==> src/pkg/tmr8_params.svh <==
// Offsets, field positions, reset values and prescaler masks of the 8-bit timer.
`ifndef TMR8_PARAMS_SVH
`define TMR8_PARAMS_SVH
`define TMR8_OFF_CTRL   8'h00
`define TMR8_OFF_CNT    8'h04
`define TMR8_OFF_CMP    8'h08
`define TMR8_OFF_FLAG   8'h0C
`define TMR8_OFF_MASK   8'h10
`define TMR8_OFF_ACT    8'h14
`define TMR8_F_WGM      0
`define TMR8_F_COM      4
`define TMR8_F_FORCE    7
`define TMR8_F_CSS      8
`define TMR8_F_ASEL     12
`define TMR8_F_OVF      0
`define TMR8_F_CMPF     1
`define TMR8_BOTTOM     8'h00
`define TMR8_MAX        8'hFF
`define TMR8_RST_CNT    8'h00
`define TMR8_RST_CMP    8'h00
`define TMR8_DIV_1      10'h000
`define TMR8_DIV_8      10'h007
`define TMR8_DIV_32     10'h01F
`define TMR8_DIV_64     10'h03F
`define TMR8_DIV_128    10'h07F
`define TMR8_DIV_256    10'h0FF
`define TMR8_DIV_1024   10'h3FF
`endif

==> src/pkg/tmr8_pkg.sv <==
// Types shared by the 8-bit timer design.
package tmr8_pkg;
   typedef enum logic [1:0] {
      TMR8_NORMAL = 2'h0,
      TMR8_PHASE  = 2'h1,
      TMR8_CTC    = 2'h2,
      TMR8_FAST   = 2'h3
   } tmr8_wgm_t;
   typedef enum logic {
      TMR8_UP   = 1'h0,
      TMR8_DOWN = 1'h1
   } tmr8_dir_t;
   typedef struct packed {
      logic        s1;
      logic        s2;
      logic        s3;
      logic        filt;
      logic [9:0]  presc;
      logic [7:0]  cnt;
      logic [7:0]  ocr;
      logic [7:0]  obuf;
      tmr8_dir_t   dir;
      logic        blk;
      logic        oc;
      logic        ovf;
      logic        cmpf;
      logic        ovf_en;
      logic        cmp_en;
      tmr8_wgm_t   wgm;
      logic [1:0]  com;
      logic [2:0]  css;
      logic        asel;
      logic        oe;
      logic [31:0] rdata;
      logic        rdy;
      logic        slverr;
      logic        ovf_irq;
      logic        cmp_irq;
      logic        oscout;
   } tmr8_state_t;
endpackage

==> src/hw/tmr8_top.sv <==
// Eight-bit timer/counter with one compare channel behind an APB slave.
`include "tmr8_params.svh"

module tmr8_top
(
   input  wire logic        MCLK_I,
   input  wire logic        SYS_RST_I,
   input  wire logic        PSEL_I,
   input  wire logic        PENABLE_I,
   input  wire logic        PWRITE_I,
   input  wire logic [7:0]  PADDR_I,
   input  wire logic [31:0] PWDATA_I,
   output logic      [31:0] PRDATA_O,
   output logic             PREADY_O,
   output logic             PSLVERR_O,
   input  wire logic        OSC_PIN_IN_I,
   output logic             OSC_PIN_OUT_O,
   input  wire logic        OVF_IRQ_ACK_I,
   input  wire logic        CMP_IRQ_ACK_I,
   output logic             OVF_IRQ_O,
   output logic             CMP_IRQ_O,
   output logic             COMPARE_OUTPUT_O,
   output logic             COMPARE_OUTPUT_EN_O
);
   tmr8_pkg::tmr8_state_t q;
   tmr8_pkg::tmr8_state_t n;

   logic       setup;
   logic       acc;
   logic       wr;
   logic       ctrl_wr;
   logic       cnt_wr;
   logic       cmp_wr;
   logic       flg_wr;
   logic       msk_wr;
   logic       pwm;
   logic       src_edge;
   logic       tick;
   logic       match;
   logic       hit;
   logic       bottom;
   logic       at_max;
   logic [7:0] top;
   logic [9:0] div_mask;

   // Non-PWM action of a match on the output: toggle, clear or set.
   function automatic logic np_act(input logic [1:0] com, input logic oc);
      logic r;
      r = oc;
      unique case (com)
         2'h0: r = oc;
         2'h1: r = ~oc;
         2'h2: r = 1'b0;
         2'h3: r = 1'b1;
      endcase
      return r;
   endfunction

   assign setup   = PSEL_I & ~PENABLE_I;
   assign acc     = PSEL_I & PENABLE_I & q.rdy;
   assign wr      = acc & PWRITE_I & ~q.slverr;
   assign ctrl_wr = wr & (PADDR_I == `TMR8_OFF_CTRL);
   assign cnt_wr  = wr & (PADDR_I == `TMR8_OFF_CNT);
   assign cmp_wr  = wr & (PADDR_I == `TMR8_OFF_CMP);
   assign flg_wr  = wr & (PADDR_I == `TMR8_OFF_FLAG);
   assign msk_wr  = wr & (PADDR_I == `TMR8_OFF_MASK);

   assign pwm    = (q.wgm == tmr8_pkg::TMR8_PHASE) | (q.wgm == tmr8_pkg::TMR8_FAST);
   assign bottom = (q.cnt == `TMR8_BOTTOM);
   assign at_max = (q.cnt == `TMR8_MAX);
   assign top    = (q.wgm == tmr8_pkg::TMR8_CTC) ? q.ocr : `TMR8_MAX;
   assign match  = (q.cnt == q.ocr);
   assign hit    = tick & match & ~q.blk;

   // Crystal edges are taken from the filtered level, so one rising pin edge is one prescaler step.
   assign src_edge = q.asel ? ((q.s2 == q.s3) & q.s3 & ~q.filt) : 1'b1;

   always_comb
   begin
      unique case (q.css)
         3'h0: div_mask = `TMR8_DIV_1;
         3'h1: div_mask = `TMR8_DIV_1;
         3'h2: div_mask = `TMR8_DIV_8;
         3'h3: div_mask = `TMR8_DIV_32;
         3'h4: div_mask = `TMR8_DIV_64;
         3'h5: div_mask = `TMR8_DIV_128;
         3'h6: div_mask = `TMR8_DIV_256;
         3'h7: div_mask = `TMR8_DIV_1024;
      endcase
   end

   assign tick = (q.css != 3'h0) & src_edge & ((q.presc & div_mask) == div_mask);

   always_comb
   begin
      n = q;
      n.s1 = OSC_PIN_IN_I;
      n.s2 = q.s1;
      n.s3 = q.s2;
      if (q.s2 == q.s3)
      begin
         n.filt = q.s3;
      end
      n.oscout = ~q.filt;
      if ((q.css != 3'h0) && src_edge)
      begin
         n.presc = q.presc + 10'h001;
      end

      // Clears go first so that a flag set in the same cycle survives them.
      if (OVF_IRQ_ACK_I || (flg_wr && PWDATA_I[`TMR8_F_OVF]))
      begin
         n.ovf = 1'b0;
      end
      if (CMP_IRQ_ACK_I || (flg_wr && PWDATA_I[`TMR8_F_CMPF]))
      begin
         n.cmpf = 1'b0;
      end

      if (tick)
      begin
         n.blk = 1'b0;
         if (hit)
         begin
            n.cmpf = 1'b1;
         end
         unique case (q.wgm)
            tmr8_pkg::TMR8_NORMAL:
            begin
               n.cnt = q.cnt + 8'h01;
               if (at_max)
               begin
                  n.ovf = 1'b1;
               end
               if (hit)
               begin
                  n.oc = np_act(q.com, q.oc);
               end
            end
            tmr8_pkg::TMR8_CTC:
            begin
               if (hit && (q.cnt == top))
               begin
                  n.cnt = `TMR8_BOTTOM;
               end
               else
               begin
                  n.cnt = q.cnt + 8'h01;
               end
               if (at_max)
               begin
                  n.ovf = 1'b1;
               end
               if (hit)
               begin
                  n.oc = np_act(q.com, q.oc);
               end
            end
            tmr8_pkg::TMR8_FAST:
            begin
               n.cnt = q.cnt + 8'h01;
               if (hit && q.com[1])
               begin
                  n.oc = q.com[0];
               end
               if (at_max)
               begin
                  n.ovf = 1'b1;
                  n.ocr = q.obuf;
                  if (q.com[1])
                  begin
                     n.oc = ~q.com[0];
                  end
               end
            end
            tmr8_pkg::TMR8_PHASE:
            begin
               if (q.dir == tmr8_pkg::TMR8_UP)
               begin
                  if (at_max)
                  begin
                     n.dir = tmr8_pkg::TMR8_DOWN;
                     n.cnt = q.cnt - 8'h01;
                     n.ocr = q.obuf;
                  end
                  else
                  begin
                     n.cnt = q.cnt + 8'h01;
                  end
                  if (hit && q.com[1])
                  begin
                     n.oc = q.com[0];
                  end
               end
               else
               begin
                  if (bottom)
                  begin
                     n.dir = tmr8_pkg::TMR8_UP;
                     n.cnt = q.cnt + 8'h01;
                     n.ovf = 1'b1;
                  end
                  else
                  begin
                     n.cnt = q.cnt - 8'h01;
                  end
                  if (hit && q.com[1])
                  begin
                     n.oc = ~q.com[0];
                  end
               end
            end
         endcase
      end

      // Software writes come last: a counter write overrides the tick's new count, but not the flags or output that the tick set.
      if (ctrl_wr)
      begin
         n.wgm  = tmr8_pkg::tmr8_wgm_t'(PWDATA_I[`TMR8_F_WGM +: 2]);
         n.com  = PWDATA_I[`TMR8_F_COM +: 2];
         n.css  = PWDATA_I[`TMR8_F_CSS +: 3];
         n.asel = PWDATA_I[`TMR8_F_ASEL];
         if (PWDATA_I[`TMR8_F_WGM +: 2] != 2'h1)
         begin
            n.dir = tmr8_pkg::TMR8_UP;
         end
         if (PWDATA_I[`TMR8_F_FORCE] && !PWDATA_I[`TMR8_F_WGM])
         begin
            n.oc = np_act(PWDATA_I[`TMR8_F_COM +: 2], q.oc);
         end
      end
      if (cnt_wr)
      begin
         n.cnt = PWDATA_I[7:0];
         n.blk = 1'b1;
      end
      if (cmp_wr)
      begin
         n.obuf = PWDATA_I[7:0];
         if (!pwm)
         begin
            n.ocr = PWDATA_I[7:0];
         end
      end
      if (msk_wr)
      begin
         n.ovf_en = PWDATA_I[`TMR8_F_OVF];
         n.cmp_en = PWDATA_I[`TMR8_F_CMPF];
      end

      n.ovf_irq = n.ovf & n.ovf_en;
      n.cmp_irq = n.cmpf & n.cmp_en;
      n.oe      = (n.com != 2'h0);

      // Read data is captured in the setup cycle; the answer comes one cycle later.
      n.rdy    = setup;
      n.slverr = 1'b0;
      n.rdata  = 32'h0000_0000;
      if (setup)
      begin
         unique case (PADDR_I)
            `TMR8_OFF_CTRL:
            begin
               n.rdata[`TMR8_F_WGM +: 2] = q.wgm;
               n.rdata[`TMR8_F_COM +: 2] = q.com;
               n.rdata[`TMR8_F_CSS +: 3] = q.css;
               n.rdata[`TMR8_F_ASEL]     = q.asel;
            end
            `TMR8_OFF_CNT:  n.rdata[7:0] = q.cnt;
            `TMR8_OFF_CMP:  n.rdata[7:0] = pwm ? q.obuf : q.ocr;
            `TMR8_OFF_FLAG:
            begin
               n.rdata[`TMR8_F_OVF]  = q.ovf;
               n.rdata[`TMR8_F_CMPF] = q.cmpf;
            end
            `TMR8_OFF_MASK:
            begin
               n.rdata[`TMR8_F_OVF]  = q.ovf_en;
               n.rdata[`TMR8_F_CMPF] = q.cmp_en;
            end
            `TMR8_OFF_ACT:  n.rdata[7:0] = q.ocr;
            default:        n.slverr = 1'b1;
         endcase
      end
   end

   always_ff @(posedge MCLK_I or posedge SYS_RST_I)
   begin
      if (SYS_RST_I)
      begin
         q <= '0;
      end
      else
      begin
         q <= n;
      end
   end

   assign PRDATA_O            = q.rdata;
   assign PREADY_O            = q.rdy;
   assign PSLVERR_O           = q.slverr;
   assign OSC_PIN_OUT_O       = q.oscout;
   assign OVF_IRQ_O           = q.ovf_irq;
   assign CMP_IRQ_O           = q.cmp_irq;
   assign COMPARE_OUTPUT_O    = q.oc;
   assign COMPARE_OUTPUT_EN_O = q.oe;
endmodule

==> config.mk <==
export PLATFORM = sky130hd
export DESIGN_NAME = tmr8_top
export DESIGN_NICKNAME = d
export VERILOG_FILES = /design/src/pkg/tmr8_pkg.sv /design/src/hw/tmr8_top.sv
export VERILOG_INCLUDE_DIRS = /design/src /design/src/pkg
export SDC_FILE = /design/constraint.sdc
export NUM_CORES = 1
export LEC_CHECK = 0
export BUFFER_PORTS_ARGS = -buffer_cell sky130_fd_sc_hd__buf_2
export CORE_ASPECT_RATIO = 0.9
export CORE_MARGIN = 1
export CORE_UTILIZATION = 35
export CTS_CLUSTER_SIZE = 25
export DETAILED_ROUTE_END_ITERATION = 10
export GPL_TIMING_DRIVEN = 0
export PLACE_DENSITY = 0.53
export SLEW_MARGIN = 20
export SYNTH_ARGS = -nofsm -noshare
export SYNTH_HDL_FRONTEND = slang
export SYNTH_SLANG_ARGS = --single-unit
==> constraint.sdc <==
create_clock -name MCLK_I -period 3.9 [get_ports MCLK_I]
set_input_delay 0.195 -clock MCLK_I [delete_from_list [all_inputs] [get_ports MCLK_I]]
set_output_delay 0.195 -clock MCLK_I [all_outputs]
set_load 0.01 [all_outputs]
==> Word-level counts from Yosys, hierarchy flattened <==
Memories as Yosys holds them, arrays and structs flattened.
Cells that the tools add are included.
{ "op_classes": {"bitwise_logic": 26, "n_mux": 52, "n_addsub": 3, "n_eq_ne": 21, "n_reduce_logical": 20} }
{ "ops": {"columns": ["op", "count"], "rows": [
  ["$mux W8", 10],
  ["$mux W16", 2],
  ["$mux W1", 25],
  ["$pmux W8 S3", 1],
  ["$and A1 B1 Y1", 18],
  ["$pmux W2 S3", 3],
  ["$eq A8 B4 Y1 const B", 2],
  ["$eq A8 B5 Y1 const B", 2],
  ["$eq A8 B8 Y1", 2],
  ["$logic_not A8 Y1", 2],
  ["$pmux W8 S2", 1],
  ["$eq A2 B2 Y1 const B", 6],
  ["$pmux W2 S6", 1],
  ["$mux W11", 1],
  ["$add A10 B1 Y10 const B", 1],
  ["$and A10 B10 Y10", 1],
  ["$eq A10 B10 Y1", 1],
  ["$add A8 B1 Y8 const B", 1],
  ["$eq A8 B3 Y1 const B", 1],
  ["$eq A8 B8 Y1 const B", 1],
  ["$pmux W2 S4", 1],
  ["$sub A8 B1 Y8 const B", 1],
  ["$eq A2 B1 Y1 const B", 3],
  ["$logic_and A1 B1 Y1", 6],
  ["18 further kinds", 29]
]} }
{ "totals": {"mem_count": 1, "ff_bits": 71, "output_inout_bits": 39, "inputBits": 48, "rom_bits": 80, "wordCells": 149} }
{ "memory_table": {"columns": ["memory", "words", "width", "read_ports", "rd_ports_with_merged_regs", "write_ports", "line", "rtl"], "rows": [
  ["(no name shown)", 8, 10, 1, 0, 0, "tmr8_top.sv:80", "unique case (q.css)"]
]} }

==> Logic depth before layout (Yosys ltp) <==
{ "depth": {"word_depth": 16, "depth_mapped": 9, "depth_no_buf": 8} }

==> Worst setup path before layout <==
Ideal clock, no wire load.
{ "synth_path": {"path_type": "reg2reg", "startpoint": "register q[69] (netlist bit)", "endpoint": "register q[73] (netlist bit)", "t_required_ps": 3762, "path_buffers": 1, "setup_ps": 138, "period_less_slack_ps": 2252, "stages_incl_launch_ff": 10, "t_arrival_ps": 2114, "slack_ps": 1648, "path_cell_list": "dfrtp_1 -> buf_2 -> inv_1 -> ha_1 -> or4b_4 -> and2_4 -> o21ai_1 -> a21oi_1 -> a2111oi_0 -> a21oi_1"} }
{ "synth_between": {"elab_chain_cells": 8, "elab_cells_between_ends": 16, "classes_between": "2 x add/sub; 3 x eq/ne; 7 x mux; 2 x bitwise; 2 x reduce/logical"} }
{ "synth_lines": {"columns": ["item", "line", "rtl"], "rows": [
  ["start, declared", "tmr8_top.sv:25", "tmr8_pkg::tmr8_state_t q;"],
  ["start signal, assigned", "tmr8_top.sv:295", "q <= n;"],
  ["branches (longest 5 deep; another with $add A8 B1 Y8)", null, null],
  ["$pmux W8 S3 *", "tmr8_top.sv:127", "unique case (q.wgm)"],
  ["$mux W16 *", "tmr8_top.sv:120", "if (tick)"],
  ["$mux W8 *", "tmr8_top.sv:232", "if (cnt_wr)"]
]} }
Mark *: on every way between the ends. The select of a mux whose other input is x is not followed.
A chain may end at the register's enable or synchronous reset.

==> impl_metrics.tcl <==
set metrics [dict create \
    status "finished clean" \
    cp_common_cell "inv_1" \
    met1_usage 0.272 \
    cp_slowest_stage_delay_ns 0.68 \
    pwr-share-comb 0.143 \
    cts_sinks 71 \
    hold_viol 0 \
    slew_violations 0 \
    power_frac_seq 0.408 \
    via_per_inst 5.24 \
    dr.pass1.iters 5 \
    max-slew-margin-rel 0.344 \
    powerDensity_nw_per_um2 370 \
    multi_input_comb_area_um2 2260 \
    grt_max_degree 52 \
    crit_type "reg2reg" \
    yosys_register_bits 71 \
    ir_drop_v 0.000252 \
    cts-root-buf "clkbuf_16" \
    clock_skew_ns 0.00731 \
    endpoint_kind "register" \
    start_kind "register" \
    rrSetupSlack_ns 1.23 \
    dp_hpwl_mm 8.52 \
    synth_most_common_cell "dfrtp_1" \
    path_cells "inv_1 -> ha_1 -> clkbuf_1 -> inv_1 -> o21ai_0 -> nand2_1 -> nor4_2 -> a22oi_1 -> a21oi_1" \
    ys_async_sr_fraction 1.00 \
    htree_levels 3 \
    fin_cells 717 \
    seq_area_frac_synth 0.406 \
    antenna_found_initial 0 \
    fin_crit_ns 2.67 \
    required_ns 4.16 \
    num_rows 38 \
    setup_viol 0 \
    drive_above_1_share 0.264 \
    rsz0062_at_grt "no" \
    arrival_ns 2.93 \
    gp_congestion 0.910 \
    p_sw_w 0.000552 \
    yosysWarnings 0 \
    n_antenna_cell 0 \
    synth_area_leader_cell "dfrtp_1" \
    grt_util_met2 0.297 \
    dp.cells 699 \
    start_util 0.361 \
    max_clock_freq_mhz 374 \
    grt_use_total 0.194 \
    ys_types 63 \
    die_y_um 108 \
    critPathBufInv 3 \
    fillerInstances 1217 \
    synth_cells 474 \
    grt_pass1_vias 3584 \
    area_growth_syn_to_layout_pct 19.7 \
    grt_pass1_wl_mm 19.2 \
    grt_most_used_layer "met2" \
    synth_top_area_share 0.406 \
    netSwitchingFraction 0.284 \
    drtAntennaViolNets 0 \
    wirelength_mm 11.8 \
    cts_resized 0 \
    syn_area_um2 4370 \
    drv_cap 0 \
    clkTransAtPathRegs_ns 0.06 \
    core_area_um2 12100 \
    syn_avg_cell_area_um2 9.23 \
    clockPowerShare 0.449 \
    port_buffers 45 \
    drtIter0Drc 248 \
    synth_edf_count 0 \
    die_area_um2 12900 \
    vias 3758 \
    worstPathMaxFanout 9 \
    worst_pin_slew_ns 0.977 \
    synth_ff_type "dfrtp_1" \
    slowest_stage "nor4_2" \
    cts_tree "yes" \
    hold_class "in2reg" \
    clock_path_buffers 2 \
    seqCellArea_um2 1780 \
    cp_top_family "simple AND/OR/NAND/NOR gates" \
    ios 87 \
    setup-tns-final_ns 0 \
    grt_overflow 0 \
    synth_area_leaders "dfrtp_1 41%, mux2_2 5.9%, buf_4 5.5%" \
    chipWidth_um 120 \
    finalNetCount 608 \
    period_share 0.685 \
    clk_latency_ns 0.34 \
    synth_common_cells "71 x dfrtp_1, 41 x nor2_1, 36 x nand2_1" \
    p_leak_nw 2.38 \
    grt_use_met3 0.0364 \
    p_int_w 0.00139 \
    cts_inserted_buffers 9 \
    wl_per_cell_um 16.4 \
    remaining_drc_errors 0 \
]
[layout by cell type, fill, tap and decap left out, types with 4 or more instances in the layout]
cell,instances
and3_1,6
inv_1,18
mux2_2,23
o21ai_0,18
nand3_1,13
a221oi_1,4
nor3_1,12
nand2_1,36
nor2b_1,6
conb_1,20
nor2_1,41
clkbuf_1,11
mux2i_1,6
o31ai_1,4
a21oi_1,27
or2_2,5
and2_1,12
ha_1,8
nand2b_1,6
buf_2,54
xor2_1,5
clkbuf_16,9
xnor2_1,17
dfrtp_1,71
nand4_1,5
or3_1,5
a22oi_1,13
buf_4,32
[layout make-up]
class | instances | area share
Tap cell | 160 | 0.0382
Clock inverter | 7 | 0.0165
Inverter | 19 | 0.0141
Timing Repair Buffer | 48 | 0.0521
Sequential cell | 71 | 0.339
Buffer | 54 | 0.0652
Clock buffer | 9 | 0.0430
Multi-Input combinational cell | 349 | 0.432
[kinds of logic (layout without fill, tap and decap cells)]
| kind of cell | count (synthesis) | in the layout | share of synthesized area |
|---|---|---|---|
| xor+xnor | 23 | 23 | 0.0478 |
| buf+inv | 73 | 137 | 0.0944 |
| fa+ha+maj | 8 | 8 | 0.0229 |
| compound gates | 106 | 106 | 0.166 |
| mux | 29 | 29 | 0.0729 |
| other cells | 1 | 20 | 0.000857 |
| flops | 71 | 71 | 0.406 |
| simple gates | 163 | 163 | 0.189 |
[what timing repair did]
action	in CTS	in global routing
setup endpoints to repair	0	0
buffers inserted	0	0
endpoints found under the hold margin	21	0
hold buffers	2	0
[state kept, by name (all words and copies together), names as in the netlist]
name / cells
PREADY_O: 1
OVF_IRQ_O: 1
PSLVERR_O: 1
n: 2
q: 50
CMP_IRQ_O: 1
PRDATA_O: 12
COMPARE_OUTPUT_O: 1
OSC_PIN_OUT_O: 1
COMPARE_OUTPUT_EN_O: 1
[path summary, 6_finish.rpt]
check                             startpoint     endpoint  cells past startpoint
worst max-delay path                   q[45]        q[64]                      9
worst min-delay path            PWDATA_I[12]        q[38]                      2
worst max register to register         q[45]        q[64]                      9
worst min register to register         n[89]        n[88]                      0
max in group asynchronous          SYS_RST_I        q[72]                      4
min in group asynchronous          SYS_RST_I  PRDATA_O[7]                      3
[layer usage]
| metal | share of wire | vias up |
|---|---|---|
| li1 | - | 1788 |
| met1 | 0.47 | 1831 |
| met2 | 0.46 | 118 |
| met3 | 0.055 | 21 |
| met4 | 0.018 | 0 |
| met5 | 0 | - |
[metrics by stage]
step / area, um^2 / hold slack, ns / power, W / util / setup WS [ns]
2_1_floorplan: 4450 / 0.226 / 0.000990 / - / 1.65
3_3_place_gp: 4870 / 0.305 / 0.00107 / 0.402 / 0.921
3_5_place_dp: 4910 / 0.171 / 0.00108 / 0.405 / 1.26
4_1_cts: 5240 / 0.0756 / 0.00195 / 0.432 / 1.26
5_1_grt: 5240 / 0.0806 / 0.00202 / 0.432 / 0.954
6_report: 5240 / 0.0816 / 0.00194 / 0.432 / 1.23
[power groups by stage]
stage / Sequential [W] / Clock [W] / Combinational (W)
floorplan: 0.000798 / 0 / 0.000192
global placement: 0.000804 / 0 / 0.000265
detailed placement: 0.000804 / 0 / 0.000272
CTS: 0.000791 / 0.000885 / 0.000276
global route: 0.000795 / 0.000920 / 0.000308
finish: 0.000792 / 0.000870 / 0.000277
Power figures use the tool's default switching activity.
